[config.mk]
export PLATFORM = sky130hd
export DESIGN_NAME = tick_timer
export DESIGN_NICKNAME = d
export VERILOG_FILES = /design/src/rtl/tick_timer_pkg.sv /design/src/rtl/tick_timer.sv /design/src/rtl/tick_down_counter.sv /design/src/rtl/ahb_reg_slave.sv
export SDC_FILE = /design/constraint.sdc
export NUM_CORES = 1
export LEC_CHECK = 0
export BUFFER_PORTS_ARGS = -buffer_cell sky130_fd_sc_hd__buf_2
export CORE_ASPECT_RATIO = 2
export CORE_UTILIZATION = 54
export CTS_BUF_LIST = sky130_fd_sc_hd__clkbuf_8 sky130_fd_sc_hd__clkbuf_16
export CTS_CLUSTER_SIZE = 25
export DETAILED_ROUTE_END_ITERATION = 10
export GPL_TIMING_DRIVEN = 0
export PLACE_DENSITY = 0.89
export SETUP_SLACK_MARGIN = 0.4
export SLEW_MARGIN = 0
export SYNTH_ARGS = -nofsm -noshare
export SYNTH_HDL_FRONTEND = slang
export SYNTH_SLANG_ARGS = --single-unit
[constraint.sdc]
create_clock -name hclk -period 3 [get_ports hclk]
set_input_delay 0.3 -clock hclk [delete_from_list [all_inputs] [get_ports hclk]]
set_output_delay 0.3 -clock hclk [all_outputs]
set_load 0.005 [all_outputs]
[src/rtl/tick_timer_pkg.sv]
// package: register map, field layout and reset values of the tick timer
package tick_timer_pkg;

    // ****************************************
    // widths
    // ****************************************
    localparam int unsigned COUNT_W = 24;
    localparam int unsigned ADDR_W = 8;

    // ****************************************
    // register byte offsets
    // ****************************************
    localparam logic [ADDR_W-1:0] CTRL_OFS = 8'h00;
    localparam logic [ADDR_W-1:0] RELOAD_OFS = 8'h04;
    localparam logic [ADDR_W-1:0] CURRENT_OFS = 8'h08;
    localparam logic [ADDR_W-1:0] IRQ_STATUS_OFS = 8'h0c;
    localparam logic [ADDR_W-1:0] IRQ_MASK_OFS = 8'h10;

    // ****************************************
    // field positions
    // ****************************************
    localparam int unsigned CTRL_ENABLE_BIT = 0;
    localparam int unsigned CTRL_WRAP_FLAG_BIT = 16;
    localparam int unsigned IRQ_WRAP_BIT = 0;

    // ****************************************
    // reset values
    // ****************************************
    localparam logic CTRL_ENABLE_RST = 1'b0;
    localparam logic [COUNT_W-1:0] RELOAD_RST = 24'h00_0000;
    localparam logic IRQ_MASK_RST = 1'b0;

    // ****************************************
    // ahb encodings
    // ****************************************
    localparam logic [1:0] HTRANS_NONSEQ = 2'b10;
    localparam logic [1:0] HTRANS_SEQ = 2'b11;
    localparam logic [2:0] HSIZE_WORD = 3'b010;

endpackage : tick_timer_pkg

[src/rtl/tick_timer.sv]
// module: system tick timer top with ahb-lite registers and interrupt
//
// Contract
// counter, current value and reload value are all 24 bits wide.
// counter decrements; any write to current value clears it to zero.
// while enabled, current value decrements by one each clock until zero.
// edge after reaching zero loads reload value, then decrementing continues.
// wrap flag sets whenever the counter transitions to zero.
// reading the register holding the wrap flag returns it then clears it.
// current value is not initialised at reset; contents undefined.
// software should clear current value before enabling so counting starts from reload.
// zero reload value keeps current count at zero, stopping ticks.
// enable cleared stops decrementing and holds current value unchanged.
//
// Chosen here: register access over AHB-Lite and the address map.
`timescale 1ns/1ps
module tick_timer
    import tick_timer_pkg::*;
(
    input wire logic hclk,
    input wire logic hresetn,
    input wire logic hsel,
    input wire logic [31:0] haddr,
    input wire logic [1:0] htrans,
    input wire logic hwrite,
    input wire logic [2:0] hsize,
    input wire logic [31:0] hwdata,
    input wire logic hready,
    output logic [31:0] hrdata,
    output logic hreadyout,
    output logic hresp,
    output logic irq
);

    // ****************************************
    // bus front end
    // ****************************************
    logic wr_pend;
    logic rd_pend;
    logic [ADDR_W-1:0] addr_pend;
    logic hreadyout_q;

    ahb_reg_slave u_bus (
        .hclk(hclk),
        .hresetn(hresetn),
        .hsel(hsel),
        .haddr(haddr),
        .htrans(htrans),
        .hwrite(hwrite),
        .hsize(hsize),
        .hready(hready),
        .wr_pend(wr_pend),
        .rd_pend(rd_pend),
        .addr_pend(addr_pend)
    );

    // ****************************************
    // address decode
    // ****************************************
    function automatic logic hit(input logic [ADDR_W-1:0] a, input logic [ADDR_W-1:0] ofs);
        hit = (a == ofs);
    endfunction : hit

    // a read holds its data phase one wait cycle, so a write that ends just before it is seen
    wire rd_take = hsel && hready && htrans[1] && !hwrite && (hsize == HSIZE_WORD);
    wire rd_fire = rd_pend && !hreadyout_q;
    wire wr_ctrl = wr_pend && hit(addr_pend, CTRL_OFS);
    wire wr_reload = wr_pend && hit(addr_pend, RELOAD_OFS);
    wire wr_current = wr_pend && hit(addr_pend, CURRENT_OFS);
    wire wr_status = wr_pend && hit(addr_pend, IRQ_STATUS_OFS);
    wire wr_mask = wr_pend && hit(addr_pend, IRQ_MASK_OFS);
    wire rd_ctrl = rd_fire && hit(addr_pend, CTRL_OFS);

    // ****************************************
    // registers
    // ****************************************
    logic enable_q;
    logic [COUNT_W-1:0] reload_q;
    logic wrap_flag_q;
    logic wrap_flag_d;
    logic irq_status_q;
    logic irq_status_d;
    logic irq_mask_q;
    logic [COUNT_W-1:0] count;
    logic wrap;
    logic [31:0] rdata_d;
    logic [31:0] hrdata_q;
    logic irq_q;

    tick_down_counter #(
        .WIDTH(COUNT_W)
    ) u_cnt (
        .hclk(hclk),
        .hresetn(hresetn),
        .enable(enable_q),
        .clear(wr_current),
        .reload(reload_q),
        .count(count),
        .wrap(wrap)
    );

    // a wrap in the same cycle as the clearing read survives
    assign wrap_flag_d = wrap | (wrap_flag_q & ~rd_ctrl);
    assign irq_status_d = wrap | (irq_status_q & ~(wr_status & hwdata[IRQ_WRAP_BIT]));

    // read data is registered so it stands when the data phase completes
    assign rdata_d = !rd_fire ? 32'h0000_0000 :
        hit(addr_pend, CTRL_OFS) ? ({31'h0000_0000, enable_q} << CTRL_ENABLE_BIT) |
                                   ({31'h0000_0000, wrap_flag_q} << CTRL_WRAP_FLAG_BIT) :
        hit(addr_pend, RELOAD_OFS) ? {8'h00, reload_q} :
        hit(addr_pend, CURRENT_OFS) ? {8'h00, count} :
        hit(addr_pend, IRQ_STATUS_OFS) ? {31'h0000_0000, irq_status_q} :
        hit(addr_pend, IRQ_MASK_OFS) ? {31'h0000_0000, irq_mask_q} : 32'h0000_0000;

    always_ff @(posedge hclk or negedge hresetn) begin
        if (!hresetn) begin
            enable_q <= CTRL_ENABLE_RST;
            reload_q <= RELOAD_RST;
            irq_mask_q <= IRQ_MASK_RST;
        end else begin
            if (wr_ctrl) begin
                enable_q <= hwdata[CTRL_ENABLE_BIT];
            end
            if (wr_reload) begin
                reload_q <= hwdata[COUNT_W-1:0];
            end
            if (wr_mask) begin
                irq_mask_q <= hwdata[IRQ_WRAP_BIT];
            end
        end
    end

    always_ff @(posedge hclk or negedge hresetn) begin
        if (!hresetn) begin
            wrap_flag_q <= 1'b0;
            irq_status_q <= 1'b0;
            irq_q <= 1'b0;
        end else begin
            wrap_flag_q <= wrap_flag_d;
            irq_status_q <= irq_status_d;
            irq_q <= irq_status_d & irq_mask_q;
        end
    end

    // hrdata loads at the end of the wait cycle and stands only for the cycle that completes the data phase, then returns to zero
    always_ff @(posedge hclk or negedge hresetn) begin
        if (!hresetn) begin
            hrdata_q <= 32'h0000_0000;
            hreadyout_q <= 1'b1;
        end else begin
            hrdata_q <= rdata_d;
            hreadyout_q <= !rd_take;
        end
    end

    // ****************************************
    // outputs
    // ****************************************
    // writes take no wait state; word reads take exactly one
    assign hrdata = hrdata_q;
    assign hreadyout = hreadyout_q;
    assign hresp = 1'b0;
    assign irq = irq_q;

endmodule : tick_timer

[src/rtl/tick_down_counter.sv]
// module: 24-bit wrap-on-zero down counter with reload
`timescale 1ns/1ps
module tick_down_counter
    import tick_timer_pkg::*;
#(
    parameter int unsigned WIDTH = COUNT_W
) (
    input wire logic hclk,
    input wire logic hresetn,
    input wire logic enable,
    input wire logic clear,
    input wire logic [WIDTH-1:0] reload,
    output logic [WIDTH-1:0] count,
    output logic wrap
);

    logic [WIDTH-1:0] count_q;
    logic [WIDTH-1:0] count_d;
    logic at_zero;
    logic [WIDTH-1:0] count_dec;

    assign at_zero = (count_q == '0);
    assign count_dec = count_q - {{(WIDTH-1){1'b0}}, 1'b1};
    // reload on the edge after zero; zero reload parks the count at zero
    assign count_d = clear ? '0 :
                     !enable ? count_q :
                     at_zero ? reload : count_dec;
    // flag only when the count steps from one down to zero
    assign wrap = enable && !clear && !at_zero && (count_dec == '0);

    // no reset: the count is undefined until software clears it
    always_ff @(posedge hclk) begin
        count_q <= count_d;
    end

    assign count = count_q;

endmodule : tick_down_counter

[src/rtl/ahb_reg_slave.sv]
// module: ahb-lite slave front end, captures address phase; the okay response is driven in tick_timer
`timescale 1ns/1ps
module ahb_reg_slave
    import tick_timer_pkg::*;
(
    input wire logic hclk,
    input wire logic hresetn,
    input wire logic hsel,
    input wire logic [31:0] haddr,
    input wire logic [1:0] htrans,
    input wire logic hwrite,
    input wire logic [2:0] hsize,
    input wire logic hready,
    output logic wr_pend,
    output logic rd_pend,
    output logic [ADDR_W-1:0] addr_pend
);

    logic valid_req;
    logic wr_q;
    logic rd_q;
    logic [ADDR_W-1:0] addr_q;

    // only whole words are accepted; other sizes become idle data phases
    assign valid_req = hsel && hready && htrans[1] && (hsize == HSIZE_WORD);

    always_ff @(posedge hclk or negedge hresetn) begin
        if (!hresetn) begin
            wr_q <= 1'b0;
            rd_q <= 1'b0;
            addr_q <= '0;
        end else if (hready) begin
            wr_q <= valid_req && hwrite;
            rd_q <= valid_req && !hwrite;
            addr_q <= haddr[ADDR_W-1:0];
        end
    end

    assign wr_pend = wr_q;
    assign rd_pend = rd_q;
    assign addr_pend = addr_q;

endmodule : ahb_reg_slave

# Word level (Yosys, flattened, before mapping)
# Cells that the tools add are included.
dict set report totals {
  elab_cells 59
  output_inout_bits 35
  inputBits 74
  regBits 88
}
dict set report classes {
  n_eq_ne 5
  add_sub_neg 1
  mux 7
  n_bitwise 9
  n_reduce_logical 25
}
# cell count
set op_table {}
lappend op_table {{$mux 24} 5}
lappend op_table {{$logic_not 24->1} 2}
lappend op_table {{$sub 24x1->24 const B} 1}
lappend op_table {{$logic_and 1x1->1} 17}
lappend op_table {{$or 1x17->17} 1}
lappend op_table {{$eq 8x4->1 const B} 2}
lappend op_table {{$eq 8x3->1 const B} 1}
lappend op_table {{$eq 8x5->1 const B} 1}
lappend op_table {{$logic_not 8->1} 1}
lappend op_table {{$logic_not 1->1} 5}
lappend op_table {{$and 1x1->1} 4}
lappend op_table {{$eq 3x2->1 const B} 1}
lappend op_table {{$mux 1} 2}
lappend op_table {{$not 1->1} 2}
lappend op_table {{$or 1x1->1} 2}

# Logic depth before layout (Yosys ltp)
dict set report depth {
  ltp_word 8
  depth_mapped 11
  mapped_depth_nobuf 8
}

# Cells and area by module
# From an unflattened synthesis, not the netlist that was laid out.
dict set report unflattened {
  hier_cells 460
  hier_area_um2 4669.5
}
# mod seq_area_each_um2 instances cells_each area_each_um2
set by_module_without_submodules {}
lappend by_module_without_submodules {tick_timer 1352.5 1 180 2356.0}
lappend by_module_without_submodules {tick_down_counter 480.5 1 254 1863.0}
lappend by_module_without_submodules {ahb_reg_slave 250.2 1 26 450.4}

# Worst setup path before layout
# No wires, ideal clock.
dict set report synth_timing {
  kind {register to register}
  startpoint {register u_cnt.count_q[0] (netlist: u_cnt.count[0])}
  endpoint {register irq_q (netlist: irq)}
  path_slack_ns 0.436
  period_less_slack_ns 2.564
  arrival_ns 2.499
  setup_ns 0.065
  n_path_buf 1
  required_ns 2.935
  path_stages_with_launch 10
  cell_sequence {dfxtp_1 -> inv_1 -> ha_1 -> clkbuf_2 -> or3b_4 -> nor3_1 -> xor2_1 -> or4_1 -> nor4_2 -> o21a_1}
}
dict set report synth_between {
  elab_chain_len 6
  word_cells_on_any_way 8
  cone_classes {add/sub (1); bitwise (2); reduce/logical (5)}
}
# item line_no
set synth_lines {}
lappend synth_lines {{start: declaration} tick_down_counter.sv:17} ;# logic [WIDTH-1:0] count_q;
lappend synth_lines {{start signal: assignment} tick_down_counter.sv:33} ;# count_q <= count_d;
lappend synth_lines {{parallel branches: the longest is 3 deep, another holds $sub 24x1->24} n/a}
lappend synth_lines {{$logic_and 1x1->1 (*)} tick_down_counter.sv:29} ;# assign wrap = enable && !clear && !at_zero && (count_dec == '0);
lappend synth_lines {{$or 1x1->1 (*)} tick_timer.sv:104} ;# assign irq_status_d = wrap | (irq_status_q & ~(wr_status & hwdata[IRQ_WRAP_BIT]));
lappend synth_lines {{$and 1x1->1 (*)} tick_timer.sv:141} ;# irq_q <= irq_status_d & irq_mask_q;
lappend synth_lines {{end signal: assignment} tick_timer.sv:141}
lappend synth_lines {{end: declaration} tick_timer.sv:88} ;# logic irq_q;
# Mark *: on every way between the ends.
# A chain may end at the register's enable or synchronous reset.

# Final worst setup path
dict set report layout_timing {
  startpoint {register u_cnt.count_q[1] (netlist: u_cnt.count[1])}
  endpoint {register irq_q (netlist: irq)}
}
# Same word-level chain as after synthesis.

==> reports/metrics.cfg <==
[synthesis]
synth_area_per_cell_um2=9.92
seq_area_frac_synth_pct=46.4
synth_edf_count=0
ys.flop_type=dfrtp_1
yosys_warnings=0
syn_area_mm2=0.00449
ys_types=65
yosys_register_bits=88
ys_async_sr_fraction_pct=72.7
netlist_instances=453

[power_and_ir_drop]
power.switching_mw=1.33
ir_drop_mv=0.428
pwr_density_cell_mw_per_mm2=690
swShare_pct=35.0
p_int_mw=2.47
clockPowerShare_pct=29.6
p_total_mw=3.80
p_seq_share_pct=37.7
power.leakage_nw=2.42
pwr-share-comb_pct=32.6

[cts]
cts_tree=done
clock-root-buffer=clkbuf_16
cts_buffer_depth=2
cts_buffers=9
insertion_delay_ns=0.35
cts_sinks=88
ctsHoldBuffers=0
htreeDepth=3
clk_pin_slew_ns=0.07

[worst_setup_path]
cp_max_fo=4
worst_setup_path_start_kind=register
path_class=reg2reg
critical_path_arrival_ns=2.83
worstPathRequired_ns=3.28
end_kind=register

[run]
max_cap_viol_count=0

[routing]
num_vias=4065
remaining_drc_errors=0
dr_wl_met3_um=701
wl_met1_mm=4.51
dr.max_layer_used=met4
drt_iter0_markers=331
final_antenna_net_count=0
wire_per_inst_um=20.2
firstDrtPassIters=5
wirelength_mm=13.1
wl_met2_mm=7.34
via_per_inst=6.25

[place]
dp_hpwl_mm=9.16
placed_area_mm2=0.00497
portBuffers=66
place_congestion=0.956

[sta]
skew_ns=0.00909
hold_violations=0
rsz0062_at_grt=false
period_minus_slack_ns=2.55
slew-limit-headroom_pct=47.4
drv_slew=0
fmax_mhz=392
finalSetupViolCount=0
min_period_over_period_pct=85.0
holdWs_ns=0.0270
worst_slew_pin_slew_ns=0.790

[global_route]
grt_pass1_vias=4155
overflow=0
grt_start_max_net_pins=65
grtUsageTotal_pct=32.0
antenna_found_initial=0
grt_pass1_wl_mm=20.3

[finish]
drive_above_1_share_pct=33.4
final_area_mm2=0.00550
nets=626
multi_input_area_mm2=0.00230
seqCellArea_mm2=0.00209
fillers=624
diodes=0
syn_to_final_growth_pct=22.4
postLayoutCoreUtil_pct=68.7

[floorplanning]
initial_utilization_pct=56.2
rows=46
die_area_mm2=0.00871
die_h_um=131
io_pins=109
dieWidth_um=66.5
core-area_mm2=0.00800

[worst_hold_path]
hold_class=in2async

[status]
status=complete, no violations

layer usage:
| metal | global-route usage (%) | up-vias |
|---|---|---|
| met1 | 32.8 | 1969 |
| met2 | 57.9 | 211 |
| met4 | 21.5 | 0 |
| met3 | 4.95 | 60 |
| met5 | 0 | - |
| li1 | - | 1825 |
synth_stat cells (3+ instances only):
| cell type | n | area [um^2] |
|---|---|---|
| dfrtp_1 | 63 | 1580 |
| nor2_1 | 53 | 199 |
| mux2_2 | 34 | 383 |
| a22oi_1 | 32 | 240 |
| o21ai_0 | 26 | 130 |
| dfxtp_1 | 24 | 480 |
| clkbuf_1 | 21 | 78.8 |
| nand2_1 | 19 | 71.3 |
| a21oi_1 | 14 | 70.1 |
| nor3_1 | 12 | 60.1 |
| nand3_1 | 11 | 55.1 |
| buf_4 | 9 | 67.6 |
| inv_1 | 9 | 33.8 |
| nor4_1 | 9 | 56.3 |
| o21ai_1 | 7 | 35.0 |
| buf_2 | 6 | 30.0 |
| nor3_2 | 6 | 60.1 |
| o21a_1 | 6 | 45.0 |
| or3_1 | 6 | 37.5 |
| a211oi_1 | 5 | 37.5 |
| mux2_1 | 5 | 56.3 |
| a21o_1 | 4 | 30.0 |
| nand2b_1 | 4 | 25.0 |
| nand4_1 | 4 | 25.0 |
| and3_1 | 3 | 18.8 |
| buf_6 | 3 | 33.8 |
| ha_1 | 3 | 37.5 |
| mux2i_1 | 3 | 30.0 |
| nand3b_1 | 3 | 22.5 |
| xor2_1 | 3 | 26.3 |
worst max-delay path: stages, from the launching register on:
cell and delay [ns]:
dfxtp_4 0.35, inv_4 0.06, ha_4 0.14, buf_8 0.10, or3b_4 0.41, buf_6 0.14
o21ai_2 0.10, nand3_1 0.08, or4_4 0.56, nor4_4 0.37, o21a_1 0.16
state kept, by name (all words and copies together), names as in the netlist:
register / cells
wrap_flag_q: 1
u_bus.wr_pend: 1
u_bus.addr_pend: 8
irq_mask_q: 1
u_cnt.count: 24
irq_status_q: 1
u_bus.rd_pend: 1
irq: 1
enable_q: 1
hreadyout: 1
hrdata: 24
reload_q: 24
placed cells by master (no fill, tap or decap), types with 6 or more instances in the layout:
master / n
inv_1: 9
clkbuf_1: 18
conb_1: 9
nand2_1: 19
o21ai_0: 26
or3_1: 6
nor3_1: 11
dfrtp_1: 63
buf_4: 20
nor4_1: 7
o21ai_1: 6
buf_2: 70
nor2_1: 53
a21oi_1: 14
o21a_1: 6
nand3_1: 11
mux2_2: 34
dfxtp_1: 22
a22oi_1: 32
clkbuf_16: 9
layout make-up:
class                   count  area share, %
multi-input cells         324           41.8
flip-flops and latches     88           38.0
repair buffers             77           7.62
clock buffers              10           4.35
plain buffers              40           4.21
well taps                  96           2.18
clock inverters             6           1.11
inverters                   9          0.705
cells by family (layout without fill, tap and decap cells):
logic type,count (synthesis),after routing,synth area share (%)
xor gates and xnor gates,4,4,0.780
muxes,44,44,11.1
adders and majority gates,3,3,0.835
and+or+nand+nor,153,153,18.9
buffers and inverters,49,142,5.54
other,1,9,0.0834
AOI/OAI and AO/OA,111,111,16.4
DFF,88,88,46.4
path summary, 6_finish.rpt:
| check | from | endpoint | slack [ns] | cells after the start |
|---|---|---|---|---|
| setup / recovery | u_cnt.count[1]$_SDFFE_PP0P_ | irq$_DFF_PN0_ | 0.45 | 10 |
| min in group hclk | hwdata[6] | reload_q[6]$_DFFE_PN0P_ | 0.17 | 2 |
| setup reg to reg | u_cnt.count[1]$_SDFFE_PP0P_ | irq$_DFF_PN0_ | 0.45 | 10 |
| hold reg to reg | reload_q[22]$_DFFE_PN0P_ | reload_q[22]$_DFFE_PN0P_ | 0.53 | 1 |
| hold / removal | hresetn | hrdata[23]$_DFF_PN0_ | 0.03 | 1 |
| max in group asynchronous | hresetn | reload_q[7]$_DFFE_PN0P_ | 2.44 | 1 |
per-stage QoR:
step,TNS [ns],setup WS (ns),instances
CTS,0,0.406,645
global route,0,0.401,650
global placement,0,0.0308,623
finish,0,0.449,650
floorplan,0,0.436,461
detailed placement,-0.000165,-0.000165,623
power groups by stage:
stage	sequential [mW]	combinational [mW]	clock [mW]
5_1_grt	1.44	1.31	1.17
3_5_place_dp	1.45	0.965	0
6_report	1.43	1.24	1.12
2_1_floorplan	1.41	0.703	0
3_3_place_gp	1.44	0.946	0
4_1_cts	1.42	1.07	1.13
timing repair:
action	4_1_cts	5_1_grt
gates resized for setup	14	22
endpoints found under the setup margin	9	57
cloned	0	0
buffers inserted	6	5
pin swaps	4	8
No activity file was read; power rests on OpenSTA's default activity.
